### config.mk
export PLATFORM = sky130hd
export DESIGN_NAME = rop_ctrl
export DESIGN_NICKNAME = d
export VERILOG_FILES = /design/src/logic/rop_pkg.sv /design/src/logic/rop_pin_drive.sv /design/src/logic/rop_ctrl.sv
export VERILOG_INCLUDE_DIRS = /design/src /design/src/logic
export SDC_FILE = /design/constraint.sdc
export NUM_CORES = 1
export LEC_CHECK = 0
export BUFFER_PORTS_ARGS = -buffer_cell sky130_fd_sc_hd__buf_2
export CAP_MARGIN = 10
export CORE_UTILIZATION = 25
export CTS_CLUSTER_SIZE = 28
export DETAILED_ROUTE_END_ITERATION = 12
export GPL_ROUTABILITY_DRIVEN = 0
export PLACE_DENSITY = 0.5
export SYNTH_ARGS = -nofsm -noshare
export SYNTH_HDL_FRONTEND = slang
export SYNTH_HIERARCHICAL = 1
export SYNTH_SLANG_ARGS = --single-unit
### constraint.sdc
create_clock -name clk -period 4.05 [get_ports clk]
set_clock_uncertainty 0.1 [all_clocks]
set_input_delay 0.405 -clock clk [delete_from_list [all_inputs] [get_ports clk]]
set_output_delay 0.405 -clock clk [all_outputs]
set_load 0.1 [all_outputs]
### src/logic/rop_cfg.svh
`ifndef ROP_CFG_SVH
`define ROP_CFG_SVH

// Register byte offsets on the bus.
`define ROP_OFS_OPTION   8'h00
`define ROP_OFS_PINFUNC  8'h04
`define ROP_OFS_LEAD     8'h08
`define ROP_OFS_STATUS   8'h0c

// Reset values: both pins drive low after startup.
`define ROP_RST_OPTION   8'h00
`define ROP_RST_PINFUNC  8'h44
`define ROP_RST_LEAD     8'h00

// Option byte bit positions.
`define ROP_OPT_CLKHALF  2
`define ROP_OPT_RANGE    3
`define ROP_OPT_EARLY    4
`define ROP_OPT_AWAKE    7

// Pin function nibbles.
`define ROP_PIN0_LSB     0
`define ROP_PIN1_LSB     4

// Timing: core clock period and marker lead step.
`define ROP_CLK_PERIOD_NS 10
`define ROP_LEAD_STEP_US  100

`endif

### src/logic/rop_pkg.sv
`default_nettype none

package rop_pkg;

   // Function code of one auxiliary pin.
   typedef enum logic [3:0] {
      ROP_FN_OFF     = 4'h0,
      ROP_FN_GATE_LO = 4'h1,
      ROP_FN_GATE_HI = 4'h2,
      ROP_FN_MARK    = 4'h3,
      ROP_FN_LOW     = 4'h4,
      ROP_FN_HIGH    = 4'h5,
      ROP_FN_DET_HI  = 4'h6,
      ROP_FN_DET_LO  = 4'h7,
      ROP_FN_OD_REL  = 4'h8,
      ROP_FN_OD_PULL = 4'h9
   } rop_pin_fn_t;

   // Drive of one pad: level and output enable.
   typedef struct packed {
      logic out;
      logic oe;
   } rop_pad_t;

   // Ranging configuration handed to the measurement engine.
   typedef struct packed {
      logic clk_half;
      logic win_double;
      logic range_ext;
      logic early_report;
      logic stay_awake;
   } rop_rng_cfg_t;

   // Pulse marker sequencer states.
   typedef enum logic [3:0] {
      ROP_ST_IDLE = 4'h1,
      ROP_ST_LEAD = 4'h2,
      ROP_ST_ARM  = 4'h4,
      ROP_ST_EMIT = 4'h8
   } rop_mk_st_t;

endpackage

`default_nettype wire

### src/logic/rop_pin_drive.sv
`timescale 1ns/1ns
`default_nettype none

// Drives one auxiliary pin from its function code and reports gating.
module rop_pin_drive (
   // Clock and reset.
   input  wire logic           clk,
   input  wire logic           rst_n,
   // Function and sources.
   input  wire logic [3:0]     fn,
   input  wire logic           pin_in_s,
   input  wire logic           detect,
   input  wire logic           marker,
   // Results.
   output rop_pkg::rop_pad_t   pad,
   output logic                gate
);
   import rop_pkg::*;

   rop_pad_t pad_nxt;  // Next pad drive.
   logic     gate_nxt; // Next gating request.

   // Decode the function code into pad drive and gating request.
   always_comb begin
      pad_nxt  = '{out: 1'b0, oe: 1'b0};
      gate_nxt = 1'b0;
      unique case (rop_pin_fn_t'(fn))
         ROP_FN_OFF: begin
            pad_nxt = '{out: 1'b0, oe: 1'b0};
         end
         ROP_FN_GATE_LO: begin
            gate_nxt = ~pin_in_s;
         end
         ROP_FN_GATE_HI: begin
            gate_nxt = pin_in_s;
         end
         ROP_FN_MARK: begin
            pad_nxt = '{out: marker, oe: 1'b1};
         end
         ROP_FN_LOW: begin
            pad_nxt = '{out: 1'b0, oe: 1'b1};
         end
         ROP_FN_HIGH: begin
            pad_nxt = '{out: 1'b1, oe: 1'b1};
         end
         ROP_FN_DET_HI: begin
            pad_nxt = '{out: detect, oe: 1'b1};
         end
         ROP_FN_DET_LO: begin
            pad_nxt = '{out: ~detect, oe: 1'b1};
         end
         ROP_FN_OD_REL: begin
            pad_nxt = '{out: 1'b0, oe: ~detect};
         end
         ROP_FN_OD_PULL: begin
            pad_nxt = '{out: 1'b0, oe: detect};
         end
         default: begin
            pad_nxt = '{out: 1'b0, oe: 1'b0};
         end
      endcase
   end

   // Register drive and gating so both leave from flip-flops.
   always_ff @(posedge clk or negedge rst_n) begin
      if (!rst_n) begin
         pad  <= '{out: 1'b0, oe: 1'b0};
         gate <= 1'b0;
      end else begin
         pad  <= pad_nxt;
         gate <= gate_nxt;
      end
   end

endmodule

`default_nettype wire

### src/logic/rop_ctrl.sv
// The register offsets and register access over AHB-Lite were decided locally.
`include "rop_cfg.svh"
`timescale 1ns/1ns
`default_nettype none

module rop_ctrl #(
   parameter int LEAD_STEP_CYC = (`ROP_LEAD_STEP_US * 1000) / `ROP_CLK_PERIOD_NS
) (
   // Clock and reset.
   input  wire logic                clk,
   input  wire logic                resetn,
   // AHB-Lite slave.
   input  wire logic                hsel,
   input  wire logic [31:0]         haddr,
   input  wire logic [1:0]          htrans,
   input  wire logic                hwrite,
   input  wire logic [2:0]          hsize,
   input  wire logic [31:0]         hwdata,
   input  wire logic                hready,
   output logic                     hreadyout,
   output logic                     hresp,
   output logic [31:0]              hrdata,
   // Auxiliary pins.
   input  wire logic                first_aux_pin_in,
   output rop_pkg::rop_pad_t        first_aux_pin_pad,
   input  wire logic                second_aux_pin_in,
   output rop_pkg::rop_pad_t        second_aux_pin_pad,
   // Measurement engine.
   input  wire logic                emit_req,
   input  wire logic                emitter_on,
   input  wire logic                object_detect,
   input  wire logic                meas_done,
   output rop_pkg::rop_rng_cfg_t    rng_cfg,
   output logic                     emit_grant,
   output logic                     collect_block,
   output logic                     abort_pulse,
   output logic                     restart_pulse,
   output logic                     report_pulse,
   output logic                     standby_allow
);
   import rop_pkg::*;

   // Reset synchroniser and the internal reset copy.
   logic       rst_meta_r;
   logic       rst_n;

   // Pin input synchronisers.
   logic [1:0] pin_meta_r;
   logic [1:0] pin_sync_r;

   // Software registers.
   logic [7:0] opt_r;
   logic [7:0] pinf_r;
   logic [7:0] lead_r;
   logic [7:0] opt_nxt;
   logic [7:0] pinf_nxt;
   logic [7:0] lead_nxt;

   // Bus data phase bookkeeping.
   logic       ph_wr_r;
   logic [7:0] ph_addr_r;
   logic       addr_ph;

   // Pin gating requests from the pin drivers.
   logic       gate0;
   logic       gate1;
   logic       gate_any;

   // Marker sequencer.
   rop_mk_st_t st_r;
   logic [31:0] cnt_r;
   logic        marker_r;

   // Cycles of lead for a lead-time value; value one is zero lead.
   function automatic logic [31:0] lead_cycles(input logic [7:0] v);
      lead_cycles = (32'(v) - 32'h1) * 32'(LEAD_STEP_CYC);
   endfunction

   // Release reset through two flip-flops.
   always_ff @(posedge clk or negedge resetn) begin
      if (!resetn) begin
         rst_meta_r <= 1'b0;
         rst_n      <= 1'b0;
      end else begin
         rst_meta_r <= 1'b1;
         rst_n      <= rst_meta_r;
      end
   end

   // Bring both pin levels into the clock domain.
   always_ff @(posedge clk or negedge rst_n) begin
      if (!rst_n) begin
         pin_meta_r <= 2'h0;
         pin_sync_r <= 2'h0;
      end else begin
         pin_meta_r <= {second_aux_pin_in, first_aux_pin_in};
         pin_sync_r <= pin_meta_r;
      end
   end

   // An address phase is taken when selected, busy-free and ready.
   assign addr_ph = hsel & htrans[1] & hready;

   // Remember the address phase for the following data phase.
   always_ff @(posedge clk or negedge rst_n) begin
      if (!rst_n) begin
         ph_wr_r   <= 1'b0;
         ph_addr_r <= 8'h00;
      end else begin
         ph_wr_r   <= addr_ph & hwrite;
         ph_addr_r <= haddr[7:0];
      end
   end

   // Write data lands in the data phase; later reads see it at once.
   always_comb begin
      opt_nxt  = opt_r;
      pinf_nxt = pinf_r;
      lead_nxt = lead_r;
      if (ph_wr_r) begin
         unique case (ph_addr_r)
            `ROP_OFS_OPTION:  opt_nxt  = hwdata[7:0];
            `ROP_OFS_PINFUNC: pinf_nxt = hwdata[7:0];
            `ROP_OFS_LEAD:    lead_nxt = hwdata[7:0];
            default:          opt_nxt  = opt_r;
         endcase
      end
   end

   // Store the three parameter registers.
   always_ff @(posedge clk or negedge rst_n) begin
      if (!rst_n) begin
         opt_r  <= `ROP_RST_OPTION;
         pinf_r <= `ROP_RST_PINFUNC;
         lead_r <= `ROP_RST_LEAD;
      end else begin
         opt_r  <= opt_nxt;
         pinf_r <= pinf_nxt;
         lead_r <= lead_nxt;
      end
   end

   // Read data is fetched at the address phase, with write forwarding.
   always_ff @(posedge clk or negedge rst_n) begin
      if (!rst_n) begin
         hrdata <= 32'h0;
      end else if (addr_ph && !hwrite) begin
         unique case (haddr[7:0])
            `ROP_OFS_OPTION:  hrdata <= {24'h0, opt_nxt};
            `ROP_OFS_PINFUNC: hrdata <= {24'h0, pinf_nxt};
            `ROP_OFS_LEAD:    hrdata <= {24'h0, lead_nxt};
            `ROP_OFS_STATUS:  hrdata <= {24'h0, st_r, marker_r, collect_block,
                                         pin_sync_r};
            default:          hrdata <= 32'h0;
         endcase
      end
   end

   // The slave never waits and always answers OKAY.
   always_ff @(posedge clk or negedge rst_n) begin
      if (!rst_n) begin
         hreadyout <= 1'b1;
         hresp     <= 1'b0;
      end else begin
         hreadyout <= 1'b1;
         hresp     <= 1'b0;
      end
   end

   // Ranging options go to the engine; bits 6, 5, 1 and 0 are left unused.
   always_ff @(posedge clk or negedge rst_n) begin
      if (!rst_n) begin
         rng_cfg <= '0;
      end else begin
         rng_cfg.clk_half     <= opt_r[`ROP_OPT_CLKHALF];
         rng_cfg.win_double   <= opt_r[`ROP_OPT_CLKHALF];
         rng_cfg.range_ext    <= opt_r[`ROP_OPT_RANGE];
         rng_cfg.early_report <= opt_r[`ROP_OPT_EARLY];
         rng_cfg.stay_awake   <= opt_r[`ROP_OPT_AWAKE];
      end
   end

   // Standby is allowed only when idle and not asked to stay awake.
   always_ff @(posedge clk or negedge rst_n) begin
      if (!rst_n) begin
         standby_allow <= 1'b0;
      end else begin
         standby_allow <= ~opt_r[`ROP_OPT_AWAKE] & (st_r == ROP_ST_IDLE) & ~emit_req;
      end
   end

   rop_pin_drive u_pin0 (
      .clk      (clk),
      .rst_n    (rst_n),
      .fn       (pinf_r[`ROP_PIN0_LSB +: 4]),
      .pin_in_s (pin_sync_r[0]),
      .detect   (object_detect),
      .marker   (marker_r),
      .pad      (first_aux_pin_pad),
      .gate     (gate0)
   );

   rop_pin_drive u_pin1 (
      .clk      (clk),
      .rst_n    (rst_n),
      .fn       (pinf_r[`ROP_PIN1_LSB +: 4]),
      .pin_in_s (pin_sync_r[1]),
      .detect   (object_detect),
      .marker   (marker_r),
      .pad      (second_aux_pin_pad),
      .gate     (gate1)
   );

   // Either pin may hold off collection.
   assign gate_any = gate0 | gate1;

   // Gate level and its edges: abort on entry, restart on release.
   always_ff @(posedge clk or negedge rst_n) begin
      if (!rst_n) begin
         collect_block <= 1'b0;
         abort_pulse   <= 1'b0;
         restart_pulse <= 1'b0;
      end else begin
         collect_block <= gate_any;
         abort_pulse   <= gate_any & ~collect_block;
         restart_pulse <= ~gate_any & collect_block;
      end
   end

   // Host report: at measurement end, or at once on abort if asked.
   always_ff @(posedge clk or negedge rst_n) begin
      if (!rst_n) begin
         report_pulse <= 1'b0;
      end else begin
         report_pulse <= meas_done |
                         (opt_r[`ROP_OPT_EARLY] & gate_any & ~collect_block);
      end
   end

   // Marker sequencer: lead wait, grant, emission, then drop.
   always_ff @(posedge clk or negedge rst_n) begin
      if (!rst_n) begin
         st_r       <= ROP_ST_IDLE;
         cnt_r      <= 32'h0;
         marker_r   <= 1'b0;
         emit_grant <= 1'b0;
      end else if (gate_any) begin
         // A gated pin abandons any pending or running pulse.
         st_r       <= ROP_ST_IDLE;
         cnt_r      <= 32'h0;
         marker_r   <= 1'b0;
         emit_grant <= 1'b0;
      end else begin
         unique case (st_r)
            ROP_ST_IDLE: begin
               if (emit_req && lead_r == 8'h00) begin
                  emit_grant <= 1'b1;
                  st_r       <= ROP_ST_ARM;
               end else if (emit_req) begin
                  marker_r <= 1'b1;
                  cnt_r    <= lead_cycles(lead_r);
                  if (lead_r == 8'h01) begin
                     emit_grant <= 1'b1;
                     st_r       <= ROP_ST_ARM;
                  end else begin
                     st_r <= ROP_ST_LEAD;
                  end
               end
            end
            ROP_ST_LEAD: begin
               if (cnt_r <= 32'h1) begin
                  emit_grant <= 1'b1;
                  st_r       <= ROP_ST_ARM;
               end else begin
                  cnt_r <= cnt_r - 32'h1;
               end
            end
            ROP_ST_ARM: begin
               // Wait for the emitter to light.
               if (emitter_on) begin
                  st_r <= ROP_ST_EMIT;
               end else if (!emit_req) begin
                  marker_r   <= 1'b0;
                  emit_grant <= 1'b0;
                  st_r       <= ROP_ST_IDLE;
               end
            end
            ROP_ST_EMIT: begin
               if (!emitter_on) begin
                  marker_r   <= 1'b0;
                  emit_grant <= 1'b0;
                  st_r       <= ROP_ST_IDLE;
               end
            end
         endcase
      end
   end

endmodule

`default_nettype wire

* After elaboration in Yosys (flattened, before gate mapping) *
Index checks and enable logic that the tools add are counted.

cells by class
  multipliers = 1
  magnitude comparators = 1
  divide/modulo/power cells = 0
  reductions and logical operators = 12
  bitwise gates (word level) = 18
  $add $sub $neg = 2
  equal/unequal tests = 38
  shift-type cells = 0
  multiplexer cells = 38

operators by type and width
  operator                                                         number
  2-to-1 mux 32 bit                                                4
  case mux 32 bit (2 select lines)                                 1
  2-to-1 mux 8 bit                                                 6
  equality test 4 x 3 -> 1 bit, second input constant              9
  less-or-equal comparator 32 x 1 -> 1 bit, second input constant  1
  multiplier 32 x 10 -> 28 bit, second input constant              1
  case mux 8 bit (4 select lines)                                  1
  subtractor 32 x 1 -> 32 bit, second input constant               1
  2-to-1 mux 4 bit                                                 7
  case mux 2 bit (7 select lines)                                  2
  equality test 8 x 4 -> 1 bit, second input constant              3
  logical NOT 8 bit                                                3
  inequality test 3 bit, second input constant                     7
  equality test 4 x 2 -> 1 bit, second input constant              5
  equality test 4 bit, second input constant                       5
  equality test 8 x 3 -> 1 bit, second input constant              2
  case mux 4 bit (4 select lines)                                  1
  equality test 4 x 1 -> 1 bit, second input constant              3
  AND reduction 6 bit                                              2
  2-to-1 mux 1 bit                                                 11
  bitwise AND 1 bit                                                9
  subtractor 8 x 1 -> 9 bit, second input constant                 1
  equality test 8 x 1 -> 1 bit, second input constant              1
  AND reduction 4 bit                                              2
  13 further kinds                                                 22

storage, ports and cells
  word-level logic and storage cells = 139
  output and inout bits = 49
  latch bits = 0
  memories kept = 0
  bits in read-only memories = 0
  register bits = 124
  memory bits (writable) = 0

* Longest topological paths before layout *
  depth after elaboration = 6
  depth in mapped cells = 24
  depth with buffers taken out = 24

* By module *
The synthesis kept the hierarchy.

modules (own cells, without submodules)
  module         cells an instance  times used  sequential area each (um2)  area each (um2)
  rop_ctrl       693                1           2,356.0                     6,541.3
  rop_pin_drive  19                 2           75.1                        166.4

* Least setup slack after synthesis *
Ideal clock, no wire load.

  path kind = flip-flop to flip-flop
  from = reg lead_r[6]
  to = reg cnt_r[20]
  cell stages (with the launch flop) = 20
  required time = 3.819 ns
  arrival time = 5.463 ns
  path slack = -1.643 ns
  clock period less this slack = 5.693 ns
  buffers on the path = 0
  path through = dfrtp_1 nor4_1 nand3_1 clkinv_1 ha_1 xnor2_1 ha_1 fa_1 ha_1 inv_1 fa_1 inv_1 ha_1 and2_1 nand4_1 a211o_1 a31oi_1 xor2_1 o2111ai_1 o41ai_1

on the way
  word-level cells in the longest chain between the ends = 6
  elaborated cells on any way between the ends = 10
  classes of those cells = add/sub (1); mul (1); eq/ne (1); mux (4); reduce/logical (3)

ends and longest elaborated chain
  element                           RTL line         text
  start: declaration                rop_ctrl.sv:54   logic [7:0] lead_r;
  start signal: assignment          rop_ctrl.sv:135  lead_r <= `ROP_RST_LEAD;
  start signal: assignment          rop_ctrl.sv:139  lead_r <= lead_nxt;
  subtractor 8 x 1 -> 9 bit         rop_ctrl.sv:76   lead_cycles = (32'(v) - 32'h1) * 32'(LEAD_STEP_CYC);
  multiplier 32 x 10 -> 28 bit      rop_ctrl.sv:76
  2-to-1 mux 32 bit                 rop_ctrl.sv:259  end else if (emit_req) begin
  2-to-1 mux 32 bit                 rop_ctrl.sv:256  if (emit_req && lead_r == 8'h00) begin
  case mux 32 bit (2 select lines)  rop_ctrl.sv:254  unique case (st_r)
  2-to-1 mux 32 bit                 rop_ctrl.sv:247  end else if (gate_any) begin
  end signal: assignment            rop_ctrl.sv:261  cnt_r <= lead_cycles(lead_r);
  end signal: assignment            rop_ctrl.sv:275  cnt_r <= cnt_r - 32'h1;
  end: declaration                  rop_ctrl.sv:71   logic [31:0] cnt_r;

Parallel ways exist; a longest one is shown, timed or not. The select of a mux whose other input is x is not followed.
A chain may end at the register's enable or synchronous reset.

* Worst setup path in the final report *
  from = reg lead_r[1]
  to = reg cnt_r[23]

The elaborated chain is that of the path after synthesis.

==> impl_metrics.tcl <==
set metrics [dict create \
    clk_pin_slew_worst_paths_ns 0.08 \
    power_leakage_uw 0.004164 \
    dp.cells 1178 \
    worstMarginPinSlew_ns 1.040 \
    ios 129 \
    netlist_area_um2 6874 \
    clock_latency_ns 0.37 \
    viasPerCell 4.752 \
    n_antenna_cell 0 \
    placed_area_um2 8125 \
    setup.worst_path.start_class "register" \
    die_w_um 167.8 \
    yosysWarnings 6 \
    timing.critical_path.from "lead_r[1]$_DFF_PN0_" \
    failed_checks "setup timing" \
    ys_types 68 \
    relSlewSlack_pct 30.64 \
    status "finished with violations" \
    numClockSinks 100 \
    grt_pass1_vias 5771 \
    synth_seq_cells 100 \
    ant_nets 0 \
    period_needed_ns 5.093 \
    cts_root_buffer "clkbuf_16" \
    worst_ep_required_time_ns 4.20 \
    worstSetupPathType "register to register" \
    cts_buffer_depth 2 \
    grt_first_pass_wirelength_mm 30.34 \
    whs_ns 0.03884 \
    max_freq_mhz 196.3 \
    grt_start_max_net_pins 78 \
    dpl.hpwl_mm 13.70 \
    ys_seq_area_share_pct 36.46 \
    die_area_um2 28160 \
    htreeDepth 3 \
    portBuffers 50 \
    wl_per_cell_um 15.25 \
    track_usage_pct 13.63 \
    drc 0 \
    fillers 2754 \
    irDropWorstVdd_mv 0.2279 \
    drive_above_1_share_pct 33.07 \
    p_total_uw 5446 \
    die_height_um 167.8 \
    postSynthAreaPerCell_um2 9.404 \
    synthCells 731 \
    synth_edf_count 0 \
    cts_tree "built" \
    cp_max_fo 4 \
    maxSlewViolCount 0 \
    async_flop_share_pct 100.0 \
    worstHoldPathType "primary input to register" \
    stdcell_count 1215 \
    num_rows 60 \
    hold_path_startpoint "second_aux_pin_in" \
    drv_cap 0 \
    synth_flop_cell "dfrtp_1" \
    layout_setup_ws_ns -1.043 \
    rr_startpoint "lead_r[1]$_DFF_PN0_" \
    initial_core_util_pct 25.51 \
    num-nets-final 1017 \
    drt_iter0_drc 356 \
    dr.pass1.iters 6 \
    overflow 0 \
    wl_mm 18.53 \
    layout_commonest_cell "dfrtp_1" \
    antenna_found_initial 2 \
    cts-buffers-inserted 9 \
    crit_path_end_kind "register" \
    place_ws_ns -1.222 \
    post-route-cell-area_um2 8966 \
    area_growth_pct 30.43 \
    setup_violations 12 \
    power.density_nw_per_um2 607.4 \
    rsz0062_at_grt "true" \
    fin_crit_sh_pct 125.8 \
    vias 5774 \
    final_cell_mix "dfrtp_1 (95), buf_4 (93), nor2_1 (58), inv_1 (54), buf_2 (50)" \
    crit_arrival_ns 5.24 \
    core-area_um2 26950 \
    final_hold_viol_count 0 \
]
final timing paths:
check                                     endpoint  slack (ns)  cells after the start
max                          cnt_r[23]$_DFFE_PN0P_       -1.04                     22
min                        pin_meta_r[1]$_DFF_PN0_        0.04                      1
max reg2reg                  cnt_r[23]$_DFFE_PN0P_       -1.04                     22
min reg2reg                pin_sync_r[1]$_DFF_PN0_        0.25                      0
max in group asynchronous      pinf_r[6]$_DFF_PN1_        2.48                      1
min in group asynchronous          rst_n$_DFF_PN0_        0.24                      2
synthesized netlist by cell type, types with 4 or more instances:
cell type  number  area, um2
or4_1           6      45.04
nor2_1         59      221.5
a21oi_1        40      200.2
mux2_2         25      281.5
and2_1          5      31.28
nor2b_1        12      75.07
dfrtp_1        97       2427
nand3_1        21      105.1
and3_1          6      37.54
o31ai_1        10      75.07
o21ai_0        64      320.3
o21bai_1        8      60.06
xor2_1         11      96.34
xnor2_1        13      113.9
buf_4          28      210.2
nand4_1         5      31.28
nor3_1         18      90.09
inv_1          69      259.0
or3_1           4      25.02
nand2b_1        4      25.02
a21o_1          7      52.55
nor3b_1         4      30.03
a31oi_1        16      100.1
clkbuf_1       17      63.81
o21a_1          6      45.04
fa_1           22      440.4
nor4_1         11      68.82
ha_1           46      575.6
nand2_1        24      90.09
a222oi_1        8      80.08
power breakdown:
part | switching, uW | internal (uW) | total [uW]
Clock | 469 | 445 | 913
Sequential | 236 | 1200 | 1440
Combinational | 1720 | 1370 | 3090
Total | 2430 | 3020 | 5450
logic make-up after synthesis:
family,synth area share (%)
buf+inv,8.209
xor+xnor,3.058
other cells,0.1093
flops,36.46
compound gates,17.04
mux,4.532
fa+ha+maj,14.78
simple gates,15.82
flip-flops by register name, summed over array words and instances, names as in the netlist, 4 cells and up:
| name | count |
|---|---|
| cnt_r | 32 |
| hrdata | 8 |
| lead_r | 8 |
| opt_r | 8 |
| ph_addr_r | 8 |
| pinf_r | 8 |
| rng_cfg | 4 |
| st_r | 4 |
layout make-up:
| cell class | instances | area (um2) | share of cell area, % |
|---|---|---|---|
| Clock inverter | 7 | 91.34 | 1.019 |
| Sequential cell | 100 | 2511 | 28.01 |
| Inverter | 71 | 267.8 | 2.986 |
| Timing Repair Buffer | 151 | 1037 | 11.57 |
| Multi-Input combinational cell | 536 | 4407 | 49.15 |
| Tap cell | 341 | 426.7 | 4.759 |
| Clock buffer | 9 | 225.2 | 2.512 |
per-layer routing:
metal | part of all wire [%] | wire, um | GRT usage (%) | up-vias
li1 | - | - | - | 2816
met1 | 46 | 8597 | 17.83 | 2800
met2 | 48 | 8808 | 22.79 | 129
met3 | 4.4 | 811 | 2.774 | 25
met4 | 1.5 | 283 | 3.710 | 4
met5 | 0.15 | 27 | 0 | -
worst max-delay path, cell delays in order (launching register included):
cell	delay [ns]
dfrtp_1	0.39
inv_2	0.11
ha_4	0.13
a21boi_4	0.19
nand2_4	0.08
buf_4	0.16
xnor2_2	0.14
buf_4	0.14
fa_1	0.45
ha_1	0.30
fa_1	0.43
ha_1	0.28
inv_1	0.04
fa_1	0.48
inv_2	0.05
ha_4	0.16
or4_4	0.54
o22ai_4	0.22
buf_4	0.14
o21ai_2	0.04
o211ai_1	0.11
xnor2_1	0.10
a41o_1	0.18
what timing repair did:
action / 4_1_cts / 5_1_grt
cloned: 0 / 0
buffers inserted: 14 / 8
pin swaps: 41 / 42
setup endpoints to repair: 12 / 13
hold buffers: 1 / 0
endpoints found under the hold margin: 2 / 0
gates resized for setup: 43 / 33
through the flow:
stage	TNS, ns	util, %
CTS	-9.962	32.39
global placement	-11.98	30.15
detailed placement	-12.33	30.15
global route	-12.20	33.27
finish	-9.623	33.27
floorplan	-8.410	-
Power figures use the tool's default switching activity.
